## src/design/feature_ctrl_consts.vh

```
// Purpose: constants for the feature-control register bank
// Assumes: included by every design file of the bank
// Notes:   bit positions, indices, masks, reset values and codes
`ifndef FEATURE_CTRL_CONSTS_VH
`define FEATURE_CTRL_CONSTS_VH

// ------------------------------------------------------------
// feature register bit positions
// ------------------------------------------------------------
`define FB_V86_EXT        0
`define FB_PVIRQ          1
`define FB_TS_RESTRICT    2
`define FB_DEBUG_EXT      3
`define FB_LARGE_PAGE     4
`define FB_PHYS_EXT       5
`define FB_MCHK_EN        6
`define FB_GLOBAL_PAGE    7
`define FB_PERF_READ      8
`define FB_STATE_SAVE     9
`define FB_SIMD_FAULT     10
`define FB_SEG_BASE       16
`define FB_EXT_STATE      18

// ------------------------------------------------------------
// masks and reset values
// ------------------------------------------------------------
`define FEAT_WR_MASK      64'h0000_0000_0005_07ff
`define FEAT_RESET        64'h0000_0000_0000_0000
`define BASE_RESET        64'h0000_0000_0000_0000
`define FADDR_RESET       64'h0000_0000_0000_0000
`define SEG_BASE_IMPL     1'b1

// ------------------------------------------------------------
// control register indices
// ------------------------------------------------------------
`define CTL_IDX_MODE      4'h0
`define CTL_IDX_FADDR     4'h2
`define CTL_IDX_BASE      4'h3
`define CTL_IDX_FEAT      4'h4
`define CTL_IDX_PRIO      4'h8

// ------------------------------------------------------------
// instruction classes for the privilege gate
// ------------------------------------------------------------
`define K_TS_READ         4'h0
`define K_PERF_READ       4'h1
`define K_SIMD_LEGACY     4'h2
`define K_SEG_BASE        4'h3
`define K_XCTL_ACCESS     4'h4
`define K_XSAVE           4'h5
`define K_IRQ_FLAG        4'h6
`define K_SOFT_INT        4'h7
`define K_DEBUG_REG       4'h8
`define K_FX_SAVE         4'h9

// ------------------------------------------------------------
// page size selections
// ------------------------------------------------------------
`define PS_4K_ONLY        2'h0
`define PS_4K_4M          2'h1
`define PS_4K_2M          2'h2

`endif

```

## src/design/feature_control.v

```verilog
// Purpose: feature-extension control register with paging pointers
// Assumes: all requests come from core logic on clk_i
// Notes:   every answer is registered and appears one cycle later
`timescale 1ns/1ps
`include "feature_ctrl_consts.vh"

module feature_control (
    // clock and reset
    input  wire        clk_i,
    input  wire        rst_i,
    // control register moves
    input  wire        ctl_valid_i,
    input  wire        ctl_write_i,
    input  wire [3:0]  ctl_idx_i,
    input  wire [63:0] ctl_wdata_i,
    input  wire        mode64_i,
    output reg         ctl_done_o,
    output reg  [63:0] ctl_rdata_o,
    output reg         ctl_ud_o,
    output reg         ctl_gp_o,
    output reg         ctl_external_o,
    // page fault address capture
    input  wire        pf_valid_i,
    input  wire [63:0] pf_addr_i,
    // gated instruction checks
    input  wire        ins_valid_i,
    input  wire [3:0]  ins_kind_i,
    input  wire [1:0]  cpl_i,
    input  wire        v86_i,
    input  wire [2:0]  dr_idx_i,
    output wire        ins_done_o,
    output wire        ins_ud_o,
    output wire        ins_gp_o,
    output wire        ins_virt_o,
    output wire        ins_bitmap_o,
    output wire [2:0]  ins_dr_idx_o,
    // machine check events
    input  wire        mc_event_i,
    input  wire        mc_bank_en_i,
    input  wire        mc_uncorr_i,
    output reg         mc_record_o,
    output reg         mc_fault_o,
    // unmasked simd floating-point errors
    input  wire        simd_err_i,
    output reg         simd_xf_o,
    output reg         simd_ud_o,
    // paging state
    output wire [63:0] table_base_o,
    output wire [63:0] fault_addr_o,
    output wire        entry_wide_o,
    output wire [1:0]  page_size_sel_o,
    output wire        global_en_o,
    output reg         tlb_flush_o,
    output reg         tlb_keep_global_o,
    // feature levels
    output wire [63:0] feature_o,
    output wire        v86_ext_o,
    output wire        pvirq_o,
    output wire        io_break_en_o
);

    // ------------------------------------------------------------
    // helpers
    // ------------------------------------------------------------
    function is_reserved;
        input [3:0] idx;
        begin
            is_reserved = (idx == 4'd1) || (idx >= 4'd5 && idx <= 4'd7)
                          || (idx >= 4'd9);
        end
    endfunction

    function is_external;
        input [3:0] idx;
        begin
            is_external = (idx == `CTL_IDX_MODE) || (idx == `CTL_IDX_PRIO);
        end
    endfunction

    // ------------------------------------------------------------
    // state
    // ------------------------------------------------------------
    reg  [63:0] feat_q;
    reg  [63:0] feat_d;
    reg  [63:0] base_q;
    reg  [63:0] base_d;
    reg  [63:0] faddr_q;
    reg  [63:0] faddr_d;
    reg  [63:0] rdata_d;
    reg         ud_d;
    reg         gp_d;
    reg         ext_d;
    reg         flush_d;
    wire        wr_ok;
    wire        rd_ok;

    assign wr_ok = ctl_valid_i && ctl_write_i;
    assign rd_ok = ctl_valid_i && !ctl_write_i;

    // ------------------------------------------------------------
    // move decode
    // ------------------------------------------------------------
    always @* begin
        feat_d  = feat_q;
        base_d  = base_q;
        faddr_d = faddr_q;
        rdata_d = 64'h0000_0000_0000_0000;
        ud_d    = 1'b0;
        gp_d    = 1'b0;
        ext_d   = 1'b0;
        flush_d = 1'b0;
        if (ctl_valid_i && is_reserved(ctl_idx_i)) begin
            ud_d = 1'b1;
        end else if (ctl_valid_i && is_external(ctl_idx_i)) begin
            ext_d = 1'b1;
        end else if (ctl_valid_i && ctl_idx_i == `CTL_IDX_FEAT) begin
            if (rd_ok) begin
                rdata_d = mode64_i ? feat_q
                                   : {32'h0000_0000, feat_q[31:0]};
            end else if (mode64_i && (ctl_wdata_i[63:32] != 32'h0000_0000)) begin
                gp_d = 1'b1;
            end else begin
                feat_d = ctl_wdata_i & `FEAT_WR_MASK;
            end
        end else if (ctl_valid_i && ctl_idx_i == `CTL_IDX_BASE) begin
            if (rd_ok) begin
                rdata_d = base_q;
            end else begin
                base_d  = mode64_i ? ctl_wdata_i
                                   : {32'h0000_0000, ctl_wdata_i[31:0]};
                flush_d = 1'b1;
            end
        end else if (ctl_valid_i && ctl_idx_i == `CTL_IDX_FADDR) begin
            if (rd_ok) begin
                rdata_d = mode64_i ? faddr_q
                                   : {32'h0000_0000, faddr_q[31:0]};
            end else begin
                faddr_d = mode64_i ? ctl_wdata_i
                                   : {32'h0000_0000, ctl_wdata_i[31:0]};
            end
        end
        // hardware capture wins over a software write
        if (pf_valid_i) begin
            faddr_d = pf_addr_i;
        end
    end

    // ------------------------------------------------------------
    // registers
    // ------------------------------------------------------------
    always @(posedge clk_i or posedge rst_i) begin
        if (rst_i) begin
            feat_q            <= `FEAT_RESET;
            base_q            <= `BASE_RESET;
            faddr_q           <= `FADDR_RESET;
            ctl_done_o        <= 1'b0;
            ctl_rdata_o       <= 64'h0000_0000_0000_0000;
            ctl_ud_o          <= 1'b0;
            ctl_gp_o          <= 1'b0;
            ctl_external_o    <= 1'b0;
            tlb_flush_o       <= 1'b0;
            tlb_keep_global_o <= 1'b0;
        end else begin
            feat_q            <= feat_d;
            base_q            <= base_d;
            faddr_q           <= faddr_d;
            ctl_done_o        <= ctl_valid_i;
            ctl_rdata_o       <= rdata_d;
            ctl_ud_o          <= ud_d;
            ctl_gp_o          <= gp_d;
            ctl_external_o    <= ext_d;
            tlb_flush_o       <= flush_d;
            tlb_keep_global_o <= flush_d && feat_q[`FB_GLOBAL_PAGE];
        end
    end

    // ------------------------------------------------------------
    // machine check and simd error delivery
    // ------------------------------------------------------------
    always @(posedge clk_i or posedge rst_i) begin
        if (rst_i) begin
            mc_record_o <= 1'b0;
            mc_fault_o  <= 1'b0;
            simd_xf_o   <= 1'b0;
            simd_ud_o   <= 1'b0;
        end else begin
            mc_record_o <= mc_event_i && mc_bank_en_i;
            mc_fault_o  <= mc_event_i && mc_bank_en_i && mc_uncorr_i
                           && feat_q[`FB_MCHK_EN];
            simd_xf_o   <= simd_err_i && feat_q[`FB_SIMD_FAULT];
            simd_ud_o   <= simd_err_i && !feat_q[`FB_SIMD_FAULT];
        end
    end

    // ------------------------------------------------------------
    // instruction gate
    // ------------------------------------------------------------
    instr_gate u_gate (
        .clk_i    (clk_i),
        .rst_i    (rst_i),
        .valid_i  (ins_valid_i),
        .kind_i   (ins_kind_i),
        .cpl_i    (cpl_i),
        .mode64_i (mode64_i),
        .v86_i    (v86_i),
        .dr_idx_i (dr_idx_i),
        .feat_i   (feat_q[18:0]),
        .done_o   (ins_done_o),
        .ud_o     (ins_ud_o),
        .gp_o     (ins_gp_o),
        .virt_o   (ins_virt_o),
        .bitmap_o (ins_bitmap_o),
        .dr_idx_o (ins_dr_idx_o)
    );

    // ------------------------------------------------------------
    // paging mode
    // ------------------------------------------------------------
    page_mode_decode u_page (
        .clk_i           (clk_i),
        .rst_i           (rst_i),
        .large_page_i    (feat_q[`FB_LARGE_PAGE]),
        .phys_ext_i      (feat_q[`FB_PHYS_EXT]),
        .global_page_i   (feat_q[`FB_GLOBAL_PAGE]),
        .entry_wide_o    (entry_wide_o),
        .page_size_sel_o (page_size_sel_o),
        .global_en_o     (global_en_o)
    );

    // ------------------------------------------------------------
    // levels
    // ------------------------------------------------------------
    assign feature_o     = feat_q;
    assign table_base_o  = base_q;
    assign fault_addr_o  = faddr_q;
    assign v86_ext_o     = feat_q[`FB_V86_EXT];
    assign pvirq_o       = feat_q[`FB_PVIRQ];
    assign io_break_en_o = feat_q[`FB_DEBUG_EXT];

endmodule

```

## src/design/page_mode_decode.v

```verilog
// Purpose: registered page-size and entry-width decode
// Assumes: feature bits come from flops on the same clock
// Notes:   outputs lag the feature register by one cycle
`timescale 1ns/1ps
`include "feature_ctrl_consts.vh"

module page_mode_decode (
    // clock and reset
    input  wire       clk_i,
    input  wire       rst_i,
    // feature bits
    input  wire       large_page_i,
    input  wire       phys_ext_i,
    input  wire       global_page_i,
    // decoded paging mode
    output reg        entry_wide_o,
    output reg  [1:0] page_size_sel_o,
    output reg        global_en_o
);

    // ------------------------------------------------------------
    // decode
    // ------------------------------------------------------------
    always @(posedge clk_i or posedge rst_i) begin
        if (rst_i) begin
            entry_wide_o    <= 1'b0;
            page_size_sel_o <= `PS_4K_ONLY;
            global_en_o     <= 1'b0;
        end else begin
            entry_wide_o <= phys_ext_i;
            global_en_o  <= global_page_i;
            if (phys_ext_i) begin
                page_size_sel_o <= `PS_4K_2M;
            end else if (large_page_i) begin
                page_size_sel_o <= `PS_4K_4M;
            end else begin
                page_size_sel_o <= `PS_4K_ONLY;
            end
        end
    end

endmodule

```

## src/design/instr_gate.v

```verilog
// Purpose: fault and redirect decisions for feature-gated instructions
// Assumes: one request per valid cycle, answer one cycle later
// Notes:   privilege failures answer with a protection fault
`timescale 1ns/1ps
`include "feature_ctrl_consts.vh"

module instr_gate (
    // clock and reset
    input  wire        clk_i,
    input  wire        rst_i,
    // request
    input  wire        valid_i,
    input  wire [3:0]  kind_i,
    input  wire [1:0]  cpl_i,
    input  wire        mode64_i,
    input  wire        v86_i,
    input  wire [2:0]  dr_idx_i,
    input  wire [18:0] feat_i,
    // answer
    output reg         done_o,
    output reg         ud_o,
    output reg         gp_o,
    output reg         virt_o,
    output reg         bitmap_o,
    output reg  [2:0]  dr_idx_o
);

    function priv_ok;
        input       restrict_b;
        input [1:0] cpl;
        begin
            priv_ok = !restrict_b || (cpl == 2'd0);
        end
    endfunction

    reg       ud_d;
    reg       gp_d;
    reg       virt_d;
    reg       bmp_d;
    reg [2:0] dr_d;

    // ------------------------------------------------------------
    // decision
    // ------------------------------------------------------------
    always @* begin
        ud_d   = 1'b0;
        gp_d   = 1'b0;
        virt_d = 1'b0;
        bmp_d  = 1'b0;
        dr_d   = dr_idx_i;
        case (kind_i)
            `K_TS_READ: gp_d = !priv_ok(feat_i[`FB_TS_RESTRICT], cpl_i);
            `K_PERF_READ: gp_d = !priv_ok(!feat_i[`FB_PERF_READ], cpl_i);
            `K_SIMD_LEGACY: ud_d = !feat_i[`FB_STATE_SAVE];
            `K_SEG_BASE: ud_d = !(feat_i[`FB_SEG_BASE] && `SEG_BASE_IMPL
                                  && mode64_i);
            `K_XCTL_ACCESS: ud_d = !feat_i[`FB_EXT_STATE];
            `K_XSAVE: ud_d = !feat_i[`FB_EXT_STATE];
            `K_FX_SAVE: ud_d = 1'b0;
            `K_IRQ_FLAG: begin
                virt_d = v86_i ? feat_i[`FB_V86_EXT]
                               : (feat_i[`FB_PVIRQ] && cpl_i == 2'd3);
            end
            `K_SOFT_INT: bmp_d = v86_i && feat_i[`FB_V86_EXT];
            `K_DEBUG_REG: begin
                if (dr_idx_i == 3'd4 || dr_idx_i == 3'd5) begin
                    if (feat_i[`FB_DEBUG_EXT]) begin
                        ud_d = 1'b1;
                    end else begin
                        dr_d = dr_idx_i + 3'd2;
                    end
                end
            end
            default: ud_d = 1'b1;
        endcase
    end

    always @(posedge clk_i or posedge rst_i) begin
        if (rst_i) begin
            done_o   <= 1'b0;
            ud_o     <= 1'b0;
            gp_o     <= 1'b0;
            virt_o   <= 1'b0;
            bitmap_o <= 1'b0;
            dr_idx_o <= 3'd0;
        end else begin
            done_o   <= valid_i;
            ud_o     <= valid_i && ud_d;
            gp_o     <= valid_i && gp_d;
            virt_o   <= valid_i && virt_d;
            bitmap_o <= valid_i && bmp_d;
            dr_idx_o <= valid_i ? dr_d : 3'd0;
        end
    end

endmodule

```

## config.mk

```make
export PLATFORM = sky130hd
export DESIGN_NAME = feature_control
export DESIGN_NICKNAME = d
export VERILOG_FILES = /design/src/design/feature_control.v /design/src/design/page_mode_decode.v /design/src/design/instr_gate.v
export VERILOG_INCLUDE_DIRS = /design/src /design/src/design
export SDC_FILE = /design/constraint.sdc
export NUM_CORES = 1
export LEC_CHECK = 0
export BUFFER_PORTS_ARGS = -buffer_cell sky130_fd_sc_hd__buf_4
export CORE_AREA = 2 2 168 170
export CTS_CLUSTER_SIZE = 14
export DETAILED_ROUTE_END_ITERATION = 6
export DIE_AREA = 0 0 170 172
export HOLD_SLACK_MARGIN = 0.1
export PLACE_DENSITY = 0.66
export SLEW_MARGIN = 5
export SYNTH_ARGS = -nofsm -noshare
export SYNTH_HDL_FRONTEND = slang
export SYNTH_SLANG_ARGS = --single-unit
```

## constraint.sdc

```tcl
create_clock -name clk_i -period 13.64 [get_ports clk_i]
set_clock_uncertainty 0.1 [all_clocks]
set_input_delay 0 -clock clk_i [delete_from_list [all_inputs] [get_ports clk_i]]
set_output_delay 0 -clock clk_i [all_outputs]
set_load 0.02 [all_outputs]
```

==> metrics <==
GPL Wtd Cong 0.802; Hold Crit Class primary input to register; CP Capture Type register; met2 WL around 18 mm; synthesized flop and latch total 226; cell taking the most area after synthesis dfrtp_1; final wirelength 36.5 mm; highest clock rate 0.324 GHz; number of global-route vias before repair approximately 9900; die width 170 µm; ANT nets after route 0; Final Max Tran Viols 0; Final Hold Viols 0; number of DRC markers in iteration 0 770; clock buffer count from CTS 25; largest family of logic cells by synthesized area compound AO/OA/AOI/OAI gates; CP Data Required Time between 10 and 15 ns; CP max stage delay ~0.58 ns; area of the die between 20000 and 30000 µm²; H-tree levels 1; num ports between 400 and 500; worst-margin pin slew between 1 and 1.5 ns; via count 9699; routed wl met3 around 2.8 mm; worst rel slew slack 32.9%; maxcap violations 0; worst vdd ir 0.0850 mV; failing checks DRC; initial antenna violation count 0; Root Driver clkbuf_16; Synth Area in XOR/XNOR 0%; RSZ-0062 raised after global routing no; main flop type after synthesis dfrtp_1; Seq. cell area roughly 5700 µm²; most frequent cell after synthesis dfrtp_1; crit path max fanout 70; DRT met1 WL roughly 14 mm; cells after synthesis 903; CTS tree built; IO buf count about 380; commonest cells in the netlist dfrtp_1 (226), nand2_1 (131), nor2_1 (103); Final nets 1693; Synth warnings 0; Placed Area between 10000 and 15000 µm²; layout cell share with drive strength beyond 1 28.9%; Avg Cell Area, Syn roughly 11 µm²; ANT cells 0; status complete, but fails checks; Fillers 2184; Routed WL per cell a little under 20 µm; critical path cell sequence dlygate4sd3_1 -> buf_4 -> nor3b_2 -> nand3_4 -> buf_4 -> nor2_1 -> a21oi_1 -> o21ai_0 -> dlygate4sd3_1; first-pass GRT wire length 54.8 mm; Synth Area in Adders 0%; DRC errors left 4; pin count of the biggest net entering global routing between 90 and 100; latest clock arrival within the worst-skew pair 0.52 ns; Yosys cell types 38; Yosys top cell area share 59.0%; Chip Height 172 µm; PwrDens ~120 nW/µm²; top cells by area, synth dfrtp_1 (59%), nand2_1 (5.1%), buf_4 (4.6%); fraction of the mapped netlist area in simple logic gates 11.9%; hpwl dp roughly 22 mm; synth-to-layout area growth 68.5%; starting density of the core 34.9%; CP Data Arrival Time 3.44 ns; post-synthesis compound-gate area fraction 12.7%; Crit path max-delay family buffers and inverters; Tmin final 3.09 ns; leakage power total 7.92 nW; post-DR vias/cell around 5.1; critical path class primary input to register; Overflow after GRT 0; clk slew on worst S/H paths 0.06 ns; setup_tns 0 ns; nature of the critical path startpoint primary input; Sink Count 226; Bufs and invs on worst path 4; row cnt 61; core box area 27500 µm²; DRT Pass-1 Iters 7; post-synthesis sequential area ratio between 50% and 60%; number of enable flip-flop cells after synthesis 0; final period utilization a little under a quarter; GRT Overall Usage a little under a quarter; Final setup violation count 0; critical path's slowest cell buf_4; Final Instance Area 16200 µm²; cell area after synthesis 9590 µm²; largest buffer count on any clock path 3; area of the multi-input gates roughly 3400 µm²; async set-reset flop share out of synthesis 100%; mux share of post-synthesis cell area 9.12%; Final Util approximately three fifths; Top Layer Used met4
-- layer usage --
metal / vias to the layer above / GRT usage (%)
li1: 4269 / -
met1: 4725 / 28.9
met3: 121 / 4.19
met5: - / 0
met2: 584 / 41.1
met4: 0 / 12.3
-- cell type report --
cell class	count	share of cell area [%]
Clock buffer	36	4.37
Clock inverter	7	0.526
Inverter	4	0.139
Multi-Input combinational cell	604	21.3
Sequential cell	226	35.0
Tap cell	346	2.68
Timing Repair Buffer	679	36.0
-- report_power, final --
group	switching [mW]	total (mW)	internal [mW]	leakage (nW)
combinational	0.211	0.415	0.204	4.57
sequential	0.0567	0.786	0.729	2.96
clock	0.269	0.664	0.395	0.393
total	0.537	1.86	1.33	7.92
-- placed cells by master, fill, tap and decap left out, types with 6 or more instances in the layout --
cell,instances
o21ai_1,29
buf_4,392
mux2_1,32
mux2_4,10
nor4_1,8
nand2_1,129
a22oi_1,51
clkbuf_1,7
mux2i_1,33
a222oi_1,13
conb_1,51
nor2_1,103
clkbuf_16,25
dlygate4sd3_1,287
o21ai_0,70
a21oi_1,34
dfrtp_1,226
nor2b_1,6
-- logic make-up after synthesis --
group | Yosys count
other | 1
buffers and inverters | 123
AND/OR/NAND/NOR | 273
flip-flops | 226
AO/OA/AOI/OAI | 202
multiplexers | 78
-- registers in the layout (all words and copies together), names as in the netlist, 3 cells and up --
register         count
table_base_o        64
u_gate.dr_idx_o      3
fault_addr_o        64
ctl_rdata_o         64
feature_o           13
-- repair_timing --
action | in CTS | in global routing
buffers inserted | 0 | 0
endpoints found under the hold margin | 250 | 0
hold buffers | 287 | 0
resized for setup | 0 | 0
-- through the flow --
stage	std cells	hold slack, ns	power (mW)	worst slack [ns]
finish	1902	0.127	1.86	10.55
global route	1902	0.144	1.93	10.34
CTS	1902	0.110	1.87	10.74
detailed placement	1572	0.0528	1.13	10.79
global placement	1572	0.0488	1.12	10.86
floorplan	953	-0.0686	0.963	7.35
-- tightest hold or removal path: cells and delay by family --
| kind | cells | cell delay, ns |
|---|---|---|
| AND/OR/NAND/NOR | 1 | 0.10 |
| buffers and inverters | 2 | 0.61 |
-- worst paths after layout --
path                         startpoint  depth (start not counted)  slack, ns             endpoint
setup reg to reg           feature_o[9]                          6      11.35          u_gate.ud_o
hold reg to reg            feature_o[5]                          0       0.40  u_page.entry_wide_o
setup / recovery           ctl_idx_i[3]                          9      10.55     fault_addr_o[38]
max in group asynchronous         rst_i                          5      11.27     fault_addr_o[60]
min in group asynchronous         rst_i                          4       0.69     fault_addr_o[57]
hold / removal              dr_idx_i[0]                          3       0.13   u_gate.dr_idx_o[0]
No activity file was read; power rests on OpenSTA's default activity.
